**src/verilog/tpr_pkg.sv**
```systemverilog
/*
  Constants, read selects and state type for the posted timer read
  resynchroniser. Assumes one system clock that is also the timer
  interface clock; the functional clock arrives as a plain pin.
*/
// Function
// - posted reads stale right after interface restart
// - non-posted general timer reads need no wait
// - watchdog counter reads stale after restart too
// - watchdog reads always posted, no mode switch
// - sync timer counter and revision always posted
`default_nettype none

package tpr_pkg;

  localparam int DATA_W = 32;
  localparam int NUM_SHADOW = 5;
  localparam int SEL_W = 3;

  localparam logic [SEL_W-1:0] SEL_GP_COUNT = 3'h0;
  localparam logic [SEL_W-1:0] SEL_GP_CAPT1 = 3'h1;
  localparam logic [SEL_W-1:0] SEL_GP_CAPT2 = 3'h2;
  localparam logic [SEL_W-1:0] SEL_WD_COUNT = 3'h3;
  localparam logic [SEL_W-1:0] SEL_SYNC_COUNT = 3'h4;
  localparam logic [SEL_W-1:0] SEL_SYNC_REV = 3'h5;

  // interface clock cycles to wait after restart, then one functional edge
  localparam logic [1:0] IFC_WAIT_CYCLES = 2'h2;
  localparam logic [1:0] IFC_WAIT_LAST = IFC_WAIT_CYCLES - 2'h1;
  localparam logic [1:0] IFC_CNT_RESET = 2'h0;
  localparam logic [1:0] IFC_CNT_STEP = 2'h1;

  localparam logic [DATA_W-1:0] DATA_RESET = 32'h0000_0000;

  typedef enum logic [1:0] {
    ST_STOPPED = 2'b00,
    ST_WAIT_IFC = 2'b01,
    ST_WAIT_FCLK = 2'b10,
    ST_SYNCED = 2'b11
  } tpr_state_t;

  // general timer registers are the only ones with a non-posted path
  function automatic logic tpr_is_gp_sel(input logic [SEL_W-1:0] sel);
    return (sel == SEL_GP_COUNT) || (sel == SEL_GP_CAPT1) ||
           (sel == SEL_GP_CAPT2);
  endfunction

endpackage

`default_nettype wire

```
**src/verilog/tpr_shadow.sv**
```systemverilog
/*
  Shadow store of the posted timer values with a registered read port.
  Assumes writes and reads both on the system clock.
*/
`default_nettype none

module tpr_shadow
  import tpr_pkg::*;
#(
  parameter int WIDTH = DATA_W,
  parameter int DEPTH = NUM_SHADOW,
  parameter int AW = SEL_W
) (
  input wire logic clk, // system clock
  input wire logic srst, // synchronous reset
  input wire logic wr_en, // load all entries
  input wire logic [DEPTH-1:0][WIDTH-1:0] wr_data, // new entries
  input wire logic [AW-1:0] rd_addr, // read index
  output logic [WIDTH-1:0] rd_data // registered read data
);

  if (DEPTH > (1 << AW) || WIDTH < 1) begin : g_chk
    $error("tpr_shadow: depth does not fit address width");
  end

  // the reset word is cut from the package constant, so it caps the width
  if (WIDTH > DATA_W) begin : g_chk_w
    $error("tpr_shadow: width wider than reset word");
  end

  logic [DEPTH-1:0][WIDTH-1:0] mem_reg, mem_next;
  logic [WIDTH-1:0] rd_data_reg, rd_data_next;

  always_comb begin
    mem_next = wr_en ? wr_data : mem_reg;
    rd_data_next = DATA_RESET[WIDTH-1:0];
    if (int'(rd_addr) < DEPTH) begin
      rd_data_next = mem_reg[rd_addr];
    end
  end

  always_ff @(posedge clk) begin
    if (srst) begin
      mem_reg <= '0;
      rd_data_reg <= DATA_RESET[WIDTH-1:0];
    end else begin
      mem_reg <= mem_next;
      rd_data_reg <= rd_data_next;
    end
  end

  assign rd_data = rd_data_reg;

endmodule

`default_nettype wire

```
**src/verilog/tpr_top.sv**
```systemverilog
/*
  Read-side resynchronisation of general, watchdog and sync timer values.
  Assumes SYS_CLK is the interface clock; the functional clock, the
  interface run status and the timer values come from other domains.
*/
`default_nettype none

module tpr_top
  import tpr_pkg::*;
#(
  // arbitrary revision value
  parameter logic [DATA_W-1:0] SYNC_REVISION = 32'h0000_0001
) (
  input wire logic SYS_CLK, // interface clock, 250 MHz
  input wire logic SRST, // synchronous reset, high
  input wire logic IFACE_CLK_RUN, // interface clock running, pin
  input wire logic FUNC_CLK_IN, // timer functional clock, pin
  input wire logic GP_POSTED, // general timer posted mode select
  input wire logic [DATA_W-1:0] GP_COUNT_IN, // general counter
  input wire logic [DATA_W-1:0] GP_CAPT1_IN, // first capture
  input wire logic [DATA_W-1:0] GP_CAPT2_IN, // second capture
  input wire logic [DATA_W-1:0] WD_COUNT_IN, // watchdog counter
  input wire logic [DATA_W-1:0] SYNC_COUNT_IN, // sync timer counter
  input wire logic RD_REQ, // read request pulse
  input wire logic [SEL_W-1:0] RD_SEL, // register to read
  output logic RD_ACK, // read answer pulse
  output logic [DATA_W-1:0] RD_DATA, // read value
  output logic RD_STALE, // value may be pre-restart
  output logic RESYNC_BUSY // resync wait still running
);

  if (SEL_SYNC_REV < NUM_SHADOW) begin : g_chk
    $error("tpr_top: revision select overlaps shadow entries");
  end

  // pin synchronisers; first stage feeds the second only
  logic fclk_s1_reg, fclk_s2_reg, fclk_s3_reg;
  logic run_s1_reg, run_s2_reg;
  logic [NUM_SHADOW-1:0][DATA_W-1:0] val_in, val_s1_reg, val_s2_reg;
  logic fclk_edge;

  assign val_in = {SYNC_COUNT_IN, WD_COUNT_IN, GP_CAPT2_IN, GP_CAPT1_IN,
                   GP_COUNT_IN};

  // values are assumed steady around a functional edge; a bit-wise
  // sync would tear a word that changes while it is sampled
  always_ff @(posedge SYS_CLK) begin
    if (SRST) begin
      fclk_s1_reg <= 1'b0;
      fclk_s2_reg <= 1'b0;
      fclk_s3_reg <= 1'b0;
      run_s1_reg <= 1'b0;
      run_s2_reg <= 1'b0;
      val_s1_reg <= '0;
      val_s2_reg <= '0;
    end else begin
      fclk_s1_reg <= FUNC_CLK_IN;
      fclk_s2_reg <= fclk_s1_reg;
      fclk_s3_reg <= fclk_s2_reg;
      run_s1_reg <= IFACE_CLK_RUN;
      run_s2_reg <= run_s1_reg;
      val_s1_reg <= val_in;
      val_s2_reg <= val_s1_reg;
    end
  end

  assign fclk_edge = fclk_s2_reg & ~fclk_s3_reg;

  // restart tracking
  tpr_state_t state_reg, state_next;
  logic [1:0] cnt_reg, cnt_next;
  logic busy_reg, busy_next;

  always_comb begin
    state_next = state_reg;
    cnt_next = cnt_reg;
    case (state_reg)
      ST_STOPPED: begin
        if (run_s2_reg) begin
          state_next = ST_WAIT_IFC;
          cnt_next = IFC_CNT_RESET;
        end
      end
      ST_WAIT_IFC: begin
        cnt_next = cnt_reg + IFC_CNT_STEP;
        if (cnt_reg == IFC_WAIT_LAST) begin
          state_next = ST_WAIT_FCLK;
        end
      end
      ST_WAIT_FCLK: begin
        if (fclk_edge) begin
          state_next = ST_SYNCED;
        end
      end
      ST_SYNCED: state_next = ST_SYNCED;
      default: state_next = ST_STOPPED;
    endcase
    if (!run_s2_reg) begin
      state_next = ST_STOPPED;
    end
    busy_next = (state_next != ST_SYNCED);
  end

  always_ff @(posedge SYS_CLK) begin
    if (SRST) begin
      state_reg <= ST_STOPPED;
      cnt_reg <= IFC_CNT_RESET;
      busy_reg <= 1'b1;
    end else begin
      state_reg <= state_next;
      cnt_reg <= cnt_next;
      busy_reg <= busy_next;
    end
  end

  // shadow copies, refreshed on every functional rising edge
  logic [DATA_W-1:0] shadow_rdata;

  tpr_shadow #(
    .WIDTH(DATA_W),
    .DEPTH(NUM_SHADOW),
    .AW(SEL_W)
  ) u_shadow (
    .clk(SYS_CLK),
    .srst(SRST),
    .wr_en(fclk_edge),
    .wr_data(val_s2_reg),
    .rd_addr(RD_SEL),
    .rd_data(shadow_rdata)
  );

  // read path
  logic posted_pend_reg, posted_pend_next;
  logic np_pend_reg, np_pend_next;
  logic [SEL_W-1:0] sel_reg, sel_next;
  logic ack_reg, ack_next;
  logic stale_reg, stale_next;
  logic [DATA_W-1:0] data_reg, data_next;
  logic take_req, take_np;

  assign take_req = RD_REQ && !posted_pend_reg && !np_pend_reg;
  // watchdog and sync selects never reach the non-posted path
  assign take_np = take_req && tpr_is_gp_sel(RD_SEL) && !GP_POSTED;

  always_comb begin
    posted_pend_next = take_req && !take_np;
    np_pend_next = np_pend_reg ? !fclk_edge : take_np;
    sel_next = take_req ? RD_SEL : sel_reg;
    ack_next = 1'b0;
    stale_next = stale_reg;
    data_next = data_reg;
    if (posted_pend_reg) begin
      ack_next = 1'b1;
      // before the wait is over the shadow may predate the stop
      stale_next = (state_reg != ST_SYNCED);
      data_next = (sel_reg == SEL_SYNC_REV) ? SYNC_REVISION
                                            : shadow_rdata;
    end else if (np_pend_reg && fclk_edge) begin
      ack_next = 1'b1;
      stale_next = 1'b0;
      data_next = val_s2_reg[sel_reg];
    end
  end

  always_ff @(posedge SYS_CLK) begin
    if (SRST) begin
      posted_pend_reg <= 1'b0;
      np_pend_reg <= 1'b0;
      sel_reg <= SEL_GP_COUNT;
      ack_reg <= 1'b0;
      stale_reg <= 1'b0;
      data_reg <= DATA_RESET;
    end else begin
      posted_pend_reg <= posted_pend_next;
      np_pend_reg <= np_pend_next;
      sel_reg <= sel_next;
      ack_reg <= ack_next;
      stale_reg <= stale_next;
      data_reg <= data_next;
    end
  end

  assign RD_ACK = ack_reg;
  assign RD_DATA = data_reg;
  assign RD_STALE = stale_reg;
  assign RESYNC_BUSY = busy_reg;

  property p_posted_stale;
    @(posedge SYS_CLK) disable iff (SRST)
      (posted_pend_reg && state_reg != ST_SYNCED) |=> (RD_ACK && RD_STALE);
  endproperty
  a_posted_stale: assert property (p_posted_stale)
    else $error("posted read during resync not flagged stale");

  property p_np_fresh;
    @(posedge SYS_CLK) disable iff (SRST)
      (np_pend_reg && fclk_edge) |=>
        (RD_ACK && !RD_STALE && RD_DATA == $past(val_s2_reg[sel_reg]));
  endproperty
  a_np_fresh: assert property (p_np_fresh)
    else $error("non-posted read not answered with live value");

  property p_wd_stale;
    @(posedge SYS_CLK) disable iff (SRST)
      (take_req && RD_SEL == SEL_WD_COUNT && busy_next) |->
        ##1 posted_pend_reg ##1 RD_STALE;
  endproperty
  a_wd_stale: assert property (p_wd_stale)
    else $error("watchdog read after restart not flagged stale");

  property p_wd_posted;
    @(posedge SYS_CLK) disable iff (SRST)
      (take_req && RD_SEL == SEL_WD_COUNT) |=>
        (posted_pend_reg && !np_pend_reg);
  endproperty
  a_wd_posted: assert property (p_wd_posted)
    else $error("watchdog read took non-posted path");

  property p_sync_posted;
    @(posedge SYS_CLK) disable iff (SRST)
      (take_req && !GP_POSTED &&
       (RD_SEL == SEL_SYNC_COUNT || RD_SEL == SEL_SYNC_REV)) |=>
        posted_pend_reg ##1 RD_ACK;
  endproperty
  a_sync_posted: assert property (p_sync_posted)
    else $error("sync timer read not posted");

  property p_wait_len;
    @(posedge SYS_CLK) disable iff (SRST)
      (state_reg == ST_STOPPED && run_s2_reg) |=> RESYNC_BUSY[*3];
  endproperty
  a_wait_len: assert property (p_wait_len)
    else $error("resync wait shorter than required");

  property p_synced_data;
    @(posedge SYS_CLK) disable iff (SRST)
      (posted_pend_reg && state_reg == ST_SYNCED &&
       sel_reg != SEL_SYNC_REV) |=>
        (RD_ACK && !RD_STALE && RD_DATA == $past(shadow_rdata));
  endproperty
  a_synced_data: assert property (p_synced_data)
    else $error("synced posted read returned wrong value");

  property p_cov_synced;
    @(posedge SYS_CLK) disable iff (SRST) RD_ACK && !RD_STALE;
  endproperty
  c_synced: cover property (p_cov_synced);

  property p_cov_stale;
    @(posedge SYS_CLK) disable iff (SRST) RD_ACK && RD_STALE;
  endproperty
  c_stale: cover property (p_cov_stale);

  property p_cov_np;
    @(posedge SYS_CLK) disable iff (SRST) np_pend_reg && fclk_edge;
  endproperty
  c_np: cover property (p_cov_np);

endmodule

`default_nettype wire

```
**config.mk**
```make
export PLATFORM = sky130hd
export DESIGN_NAME = tpr_top
export DESIGN_NICKNAME = d
export VERILOG_FILES = /design/src/verilog/tpr_pkg.sv /design/src/verilog/tpr_shadow.sv /design/src/verilog/tpr_top.sv
export SDC_FILE = /design/constraint.sdc
export NUM_CORES = 1
export LEC_CHECK = 0
export BUFFER_PORTS_ARGS = -buffer_cell sky130_fd_sc_hd__buf_2
export CAP_MARGIN = 10
export CORE_ASPECT_RATIO = 0.9
export CORE_MARGIN = 1.5
export CORE_UTILIZATION = 35
export CTS_BUF_LIST = sky130_fd_sc_hd__clkbuf_2 sky130_fd_sc_hd__clkbuf_4 sky130_fd_sc_hd__clkbuf_8
export CTS_CLUSTER_SIZE = 25
export DETAILED_ROUTE_END_ITERATION = 16
export GPL_TIMING_DRIVEN = 1
export MAX_ROUTING_LAYER = met4
export PLACE_DENSITY_LB_ADDON = 0.3
export SYNTH_ARGS = -nofsm -noshare
export SYNTH_HDL_FRONTEND = slang
export SYNTH_SLANG_ARGS = --single-unit
export TNS_END_PERCENT = 1
```
**constraint.sdc**
```tcl
create_clock -name SYS_CLK -period 2.1 [get_ports SYS_CLK]
set_input_delay 0.42 -clock SYS_CLK [delete_from_list [all_inputs] [get_ports SYS_CLK]]
set_output_delay 0.42 -clock SYS_CLK [all_outputs]
set_load 0.02 [all_outputs]
```
=== Yosys cells after proc, flatten, opt, wreduce, memory -nomap -nowiden ===
Index checks and enable logic that the tools add are counted.

* $add $sub $neg: 1
* Magnitude comparators: 3
* Eq/ne operators: 10
* Multiplexer cells: 18
* Bitwise gates (word level): 3
* Reductions and logical operators: 19

{| class="wikitable"
|+ Operators with widths
! cell !! number
|-
| 32-bit binary-select mux with 3-bit select || 2
|-
| 32-bit two-way mux || 5
|-
| 3-bit by 4-bit less-than comparator with 1-bit output, second input constant || 2
|-
| 2-bit two-way mux || 4
|-
| 2-bit case mux with 4 select lines || 1
|-
| 1-bit logical AND || 6
|-
| 2-bit inequality test, second input constant || 3
|-
| 1-bit zero test || 5
|-
| 1-bit two-way mux || 5
|-
| 2-bit by 1-bit equality test with 1-bit output, second input constant || 2
|-
| 2-bit equality test, second input constant || 2
|-
| 2-bit case mux with 2 select lines || 1
|-
| 2-bit nonzero test || 2
|-
| 3-bit by 1-bit equality test with 1-bit output, second input constant || 1
|-
| 3-bit by 2-bit equality test with 1-bit output, second input constant || 1
|-
| 3-bit equality test, second input constant || 1
|-
| 3-bit zero test || 1
|-
| 3-bit less-than comparator, second input constant || 1
|-
| 2-bit by 1-bit adder with 2-bit output, second input constant || 1
|-
| 2-bit zero test || 1
|-
| 1-bit logical OR || 2
|-
| 1-bit inverter || 2
|-
| 2-bit AND reduction || 1
|-
| 2-bit OR reduction || 1
|-
| 1-bit AND || 1
|}

* Register bits: 561
* Bits of input ports: 169
* Word-level logic and storage cells: 84

=== Longest topological paths before layout ===
* Depth in word-level cells: 7
* Depth in mapped cells: 6
* Gate-level depth less buffers: 5

=== Hierarchy ===
A second synthesis with hierarchy kept.

* Cell total of the unflattened synthesis: 1667
* Area total of the unflattened synthesis: 19476.2 µm²

{| class="wikitable"
|+ Modules (own cells, without submodules)
! module !! times used !! cells each !! area an instance (µm²) !! sequential area each (µm²)
|-
| tpr_top || 1 || 970 || 11940.2 || 7387.1
|-
| tpr_shadow || 1 || 697 || 7536.0 || 3843.7
|}

=== Worst setup path before layout ===
OpenSTA, ideal clock, no wires.

* Kind: input -> register
* From: in RD_SEL[1]
* To: reg u_shadow.rd_data_reg[24] (netlist: u_shadow.rd_data[24])
* Library setup time: 0.117 ns
* Data arrival time: 1.515 ns
* Required time: 1.983 ns
* Slack: 0.468 ns
* Stages: 5
* Cells stage by stage: buf_4 buf_2 mux4_2 mux2i_1 nor2_1

* Word-level cells in the longest chain between the ends: 3

{| class="wikitable"
|+ Ends and longest elaborated chain
! what !! RTL line !! RTL
|-
| from (decl) || tpr_top.sv:25 || <nowiki>input wire logic [SEL_W-1:0] RD_SEL,</nowiki>
|-
| 3-bit less-than comparator || tpr_shadow.sv:37 || <nowiki>if (int'(rd_addr) < DEPTH) begin</nowiki>
|-
| 1-bit inverter (no line) || - ||
|-
| 2-bit OR reduction (no line) || - ||
|-
| to (signal assigned) || tpr_shadow.sv:45 || <nowiki>rd_data_reg <= DATA_RESET[WIDTH-1:0];</nowiki>
|-
| to (signal assigned) || tpr_shadow.sv:48 || <nowiki>rd_data_reg <= rd_data_next;</nowiki>
|-
| to (decl) || tpr_shadow.sv:32 || <nowiki>logic [WIDTH-1:0] rd_data_reg, rd_data_next;</nowiki>
|}

Several ways; a longest one is shown, not always the timed one. The select of a mux whose other input is x is not followed.
A chain may end at the register's enable or synchronous reset.

=== Final worst setup path ===
* From: reg posted_pend_reg
* To: reg data_reg[27] (netlist: RD_DATA[27])

* Word-level cells in the longest chain between the ends: 1

{| class="wikitable"
|+ Ends and longest elaborated chain
! what !! RTL line !! RTL
|-
| from (decl) || tpr_top.sv:133 || <nowiki>logic posted_pend_reg, posted_pend_next;</nowiki>
|-
| from (signal assigned) || tpr_top.sv:174 || <nowiki>posted_pend_reg <= posted_pend_next;</nowiki>
|-
| 32-bit two-way mux or 2-bit nonzero test (tied branches) || - ||
|-
| to (signal assigned) || tpr_top.sv:179 || <nowiki>data_reg <= data_next;</nowiki>
|-
| to (decl) || tpr_top.sv:138 || <nowiki>logic [DATA_W-1:0] data_reg, data_next;</nowiki>
|}

Several ways; a longest one is shown, not always the timed one.

==> impl_metrics.prom <==
# TYPE chip_impl_metric gauge
chip_impl_info{name="outcome",value="finished clean"} 1
chip_impl_metric{name="timing.final.max_slew_violations",unit=""} 0
chip_impl_info{name="cp-start-kind",value="register"} 1
chip_impl_metric{name="p_seq_share",unit="%"} 47.6
chip_impl_metric{name="p_sw",unit="mW"} 5.474
chip_impl_metric{name="finish.net_count",unit=""} 2469
chip_impl_metric{name="timing.slew.headroom",unit="%"} 36.21
chip_impl_metric{name="final_layout_size_suffix_gt1_share",unit="%"} 22.45
chip_impl_metric{name="clock.fmax",unit="MHz"} 540.3
chip_impl_metric{name="worstSkewPairLatency",unit="ns"} 0.68
chip_impl_metric{name="finalHoldViolations",unit=""} 0
chip_impl_metric{name="worst-r2r-cell-count",unit=""} 2
chip_impl_metric{name="syn_avg_cell_area",unit="sq um"} 10.14
chip_impl_metric{name="cts_resized",unit=""} 0
chip_impl_metric{name="drc",unit=""} 0
chip_impl_info{name="cp-startpoint",value="posted_pend_reg$_SDFF_PP0_"} 1
chip_impl_metric{name="antenna_found_initial",unit=""} 1
chip_impl_metric{name="finalWirelength",unit="um"} 52720
chip_impl_metric{name="ctsHtreeMaxLevel",unit=""} 3
chip_impl_metric{name="placeableCoreArea",unit="sq um"} 55710
chip_impl_metric{name="regArea",unit="sq um"} 11240
chip_impl_metric{name="timing.critical_path.fanout_max",unit=""} 32
chip_impl_info{name="synth.largest_area_cell",value="dfxtp_1"} 1
chip_impl_metric{name="worst-endpoint-required",unit="ns"} 2.58
chip_impl_metric{name="placement.setup.worst_slack",unit="ns"} 0.2662
chip_impl_info{name="min-delay-path-class",value="input port to register"} 1
chip_impl_info{name="postSynth.topFlopCell",value="dfxtp_1"} 1
chip_impl_info{name="worst_setup_path_endpoint",value="RD_DATA[27]$_SDFFE_PP0P_"} 1
chip_impl_info{name="critical_path_class",value="register to register"} 1
chip_impl_metric{name="async_flop_share",unit="%"} 0
chip_impl_metric{name="syn-num-nets",unit=""} 2117
chip_impl_metric{name="setup_total_negative_slack",unit="ns"} 0
chip_impl_info{name="r2r_start",value="posted_pend_reg$_SDFF_PP0_"} 1
chip_impl_metric{name="worstPathArrival",unit="ns"} 2.33
chip_impl_metric{name="fin_total_pwr",unit="mW"} 23.65
chip_impl_metric{name="die_h",unit="um"} 228.3
chip_impl_metric{name="post-route-min-period",unit="ns"} 1.851
chip_impl_metric{name="vias_in_the_first_global_route",unit=""} 14890
chip_impl_info{name="clock-root-buffer",value="clkbuf_8"} 1
chip_impl_metric{name="first_iter_violations",unit=""} 920
chip_impl_metric{name="clock_power_share",unit="%"} 44.9
chip_impl_info{name="worstSetupEndpointType",value="register"} 1
chip_impl_metric{name="die_area",unit="sq um"} 57850
chip_impl_metric{name="leakagePower",unit="nW"} 9.913
chip_impl_metric{name="post_cts_buffers",unit=""} 0
chip_impl_info{name="rr_endpoint",value="RD_DATA[27]$_SDFFE_PP0P_"} 1
chip_impl_metric{name="vdd.ir_drop.worst",unit="mV"} 0.3898
chip_impl_metric{name="fp-row-count",unit=""} 82
chip_impl_metric{name="dr_total_vias",unit=""} 14700
chip_impl_metric{name="max_cap_viol_count",unit=""} 0
chip_impl_info{name="cts_tree",value="yes"} 1
chip_impl_metric{name="clkSlewWorstSetupHoldPaths",unit="ns"} 0.06
chip_impl_metric{name="post_synth_inst_count",unit=""} 1947
chip_impl_metric{name="switching_share",unit="%"} 23.15
chip_impl_metric{name="floorplan.die.width",unit="um"} 253.4
chip_impl_metric{name="synth-warning-count",unit=""} 0
chip_impl_metric{name="mappedNetlistArea",unit="sq um"} 19750
chip_impl_metric{name="post-synth-top-area-fraction",unit="%"} 56.87
chip_impl_metric{name="synth.distinct_cells",unit=""} 42
chip_impl_metric{name="via_per_inst",unit=""} 4.691
chip_impl_metric{name="filler_cells",unit=""} 5206
chip_impl_metric{name="grt_max_degree",unit=""} 124
chip_impl_metric{name="max_slew.worst_pin.slew",unit="ns"} 0.9568
chip_impl_info{name="rsz0062_at_grt",value="no"} 1
chip_impl_metric{name="cts.hold.buffers_added",unit=""} 160
chip_impl_metric{name="area_growth",unit="%"} 28.86
chip_impl_metric{name="grt_use_total",unit="%"} 18.68
chip_impl_metric{name="design.portCount",unit=""} 204
chip_impl_metric{name="multiInputGateArea",unit="sq um"} 7859
chip_impl_info{name="post_synth_main_area_contributors",value="dfxtp_1 (57%), nor2b_1 (10%), nand2_1 (7.3%)"} 1
chip_impl_metric{name="final-setup-viol-count",unit=""} 0
chip_impl_metric{name="reg2reg_setup_slack",unit="ns"} 0.25
chip_impl_metric{name="global_route_wire_length_before_repair",unit="um"} 82280
chip_impl_metric{name="synth-seq-cells",unit=""} 561
chip_impl_metric{name="routability_driven_placement_congestion_ratio",unit=""} 0.8170
chip_impl_metric{name="synth-edff-count",unit=""} 0
chip_impl_metric{name="cts.sink_count",unit=""} 561
chip_impl_metric{name="place.detailed.hpwl",unit="um"} 33250
chip_impl_metric{name="p_int",unit="mW"} 18.18
chip_impl_metric{name="combPwrFrac",unit="%"} 7.5
chip_impl_metric{name="ant_nets",unit=""} 0
chip_impl_metric{name="buffer_ports.inserted",unit=""} 203
chip_impl_metric{name="final.period_utilization",unit="%"} 88.13
chip_impl_metric{name="synth-seq-area-share",unit="%"} 56.87
chip_impl_metric{name="powerDensity",unit="nW/um^2"} 929.4
chip_impl_metric{name="initial_utilization",unit="%"} 35.44
chip_impl_metric{name="numCtsBuffers",unit=""} 91
chip_impl_metric{name="first_pass_iters",unit=""} 5
chip_impl_metric{name="worst_setup_slack_final",unit="ns"} 0.2492
chip_impl_metric{name="finalClockSkew",unit="ns"} 0.02554
chip_impl_metric{name="grt-ovfl-total",unit=""} 0
chip_impl_metric{name="cts_buffer_depth",unit=""} 3
chip_impl_metric{name="detail_route.wl_per_cell",unit="um"} 16.83
-- placed cells by master, fill, tap and decap left out, drive strengths merged, types with 2 or more instances in the layout --
| cell type | count |
|---|---|
| clkinv | 13 |
| a41oi | 30 |
| nor3b | 4 |
| inv | 6 |
| o21ai | 2 |
| mux4 | 33 |
| nor3 | 2 |
| buf | 256 |
| a211oi | 2 |
| a21oi | 162 |
| mux2 | 62 |
| nand2 | 383 |
| a21o | 30 |
| dfxtp | 561 |
| o31ai | 30 |
| nand4bb | 31 |
| a221oi | 2 |
| nand2b | 2 |
| nor2 | 39 |
| diode | 3 |
| a2bb2oi | 30 |
| nor2b | 330 |
| clkinvlp | 3 |
| mux2i | 36 |
| dlygate4sd3 | 160 |
| a22oi | 2 |
| bufinv | 5 |
| and3b | 2 |
| clkbuf | 145 |
-- metal layers --
metal	up-vias	track usage [%]	routed length (um)
met2	417	28.18	23710
met3	94	4.225	3108
li1	7199	-	-
met4	0	6.381	1105
met5	-	-	0
met1	6987	24.58	24790
-- logic make-up after synthesis --
kind of cell,synth area share (%)
flip-flops,56.87
AND/OR/NAND/NOR,20.80
multiplexers,9.143
AO/OA/AOI/OAI,9.625
adder cells (fa/ha/maj),0.06335
buffers and inverters,3.491
-- power groups by stage --
stage | Sequential (mW) | Clock (mW) | Combinational (mW)
after floorplan | 11.4 | 0 | 0.921
after global placement | 11.5 | 0 | 1.51
after detailed placement | 11.5 | 0 | 1.54
after CTS | 11.3 | 10.9 | 1.78
after global routing | 11.3 | 11.4 | 1.91
final | 11.3 | 10.6 | 1.77
-- critical path, cell delays in order (launching register included) --
cell and delay [ns]:
dfxtp_4 0.56, or2_2 0.82, a41oi_1 0.27
-- Yosys cell counts (2+ instances only) --
master	count
nand4bb_1	31
a21o_1	30
nand2_1	383
dfxtp_1	561
and3b_1	2
buf_2	41
clkbuf_1	99
mux2_2	61
mux2i_1	36
a41oi_1	30
a21oi_1	162
nand2b_1	2
inv_1	3
o31ai_1	30
buf_6	2
nor3b_2	2
mux4_2	33
nor2b_1	330
buf_1	10
o21ai_0	2
nor2_1	39
nor3b_1	2
a211oi_1	2
buf_4	5
a221oi_1	2
a2bb2oi_1	30
a22oi_1	2
-- how the worst min path moves through the flow --
stage	from	endpoint	slack, ns	cells past startpoint
final	SYNC_COUNT_IN[12]	val_s1_reg[140]$_SDFF_PP0_	0.05	2
after global routing	SYNC_COUNT_IN[12]	val_s1_reg[140]$_SDFF_PP0_	0.01	2
after CTS	SYNC_COUNT_IN[12]	val_s1_reg[140]$_SDFF_PP0_	0.001	2
after detailed placement	val_s1_reg[75]$_SDFF_PP0_	val_s2_reg[75]$_SDFF_PP0_	0.42	1
after global placement	val_s1_reg[96]$_SDFF_PP0_	val_s2_reg[96]$_SDFF_PP0_	0.42	1
after floorplan	run_s2_reg$_SDFF_PP0_	RESYNC_BUSY$_SDFF_PP1_	0.40	1
-- metrics by stage --
| stage | cells | utilization [%] | hold slack, ns | area, sq um |
|---|---|---|---|---|
| 2_1_floorplan | 1947 | - | 0.4046 | 19750 |
| 3_3_place_gp | 2802 | 38.97 | 0.4240 | 21710 |
| 3_5_place_dp | 2802 | 38.97 | 0.4204 | 21710 |
| 4_1_cts | 3130 | 45.66 | 0.001447 | 25440 |
| 5_1_grt | 3131 | 45.67 | 0.01380 | 25440 |
| 6_report | 3133 | 45.67 | 0.05225 | 25450 |
-- final cells by class --
class	instances	area share (%)
Clock buffer	145	7.327
Timing Repair Buffer	416	12.78
Sequential cell	561	44.18
Clock inverter	23	1.023
Tap cell	756	3.717
Inverter	4	0.05901
Antenna cell	3	0.02950
Multi-Input combinational cell	1225	30.88
Power figures use the tool's default switching activity.
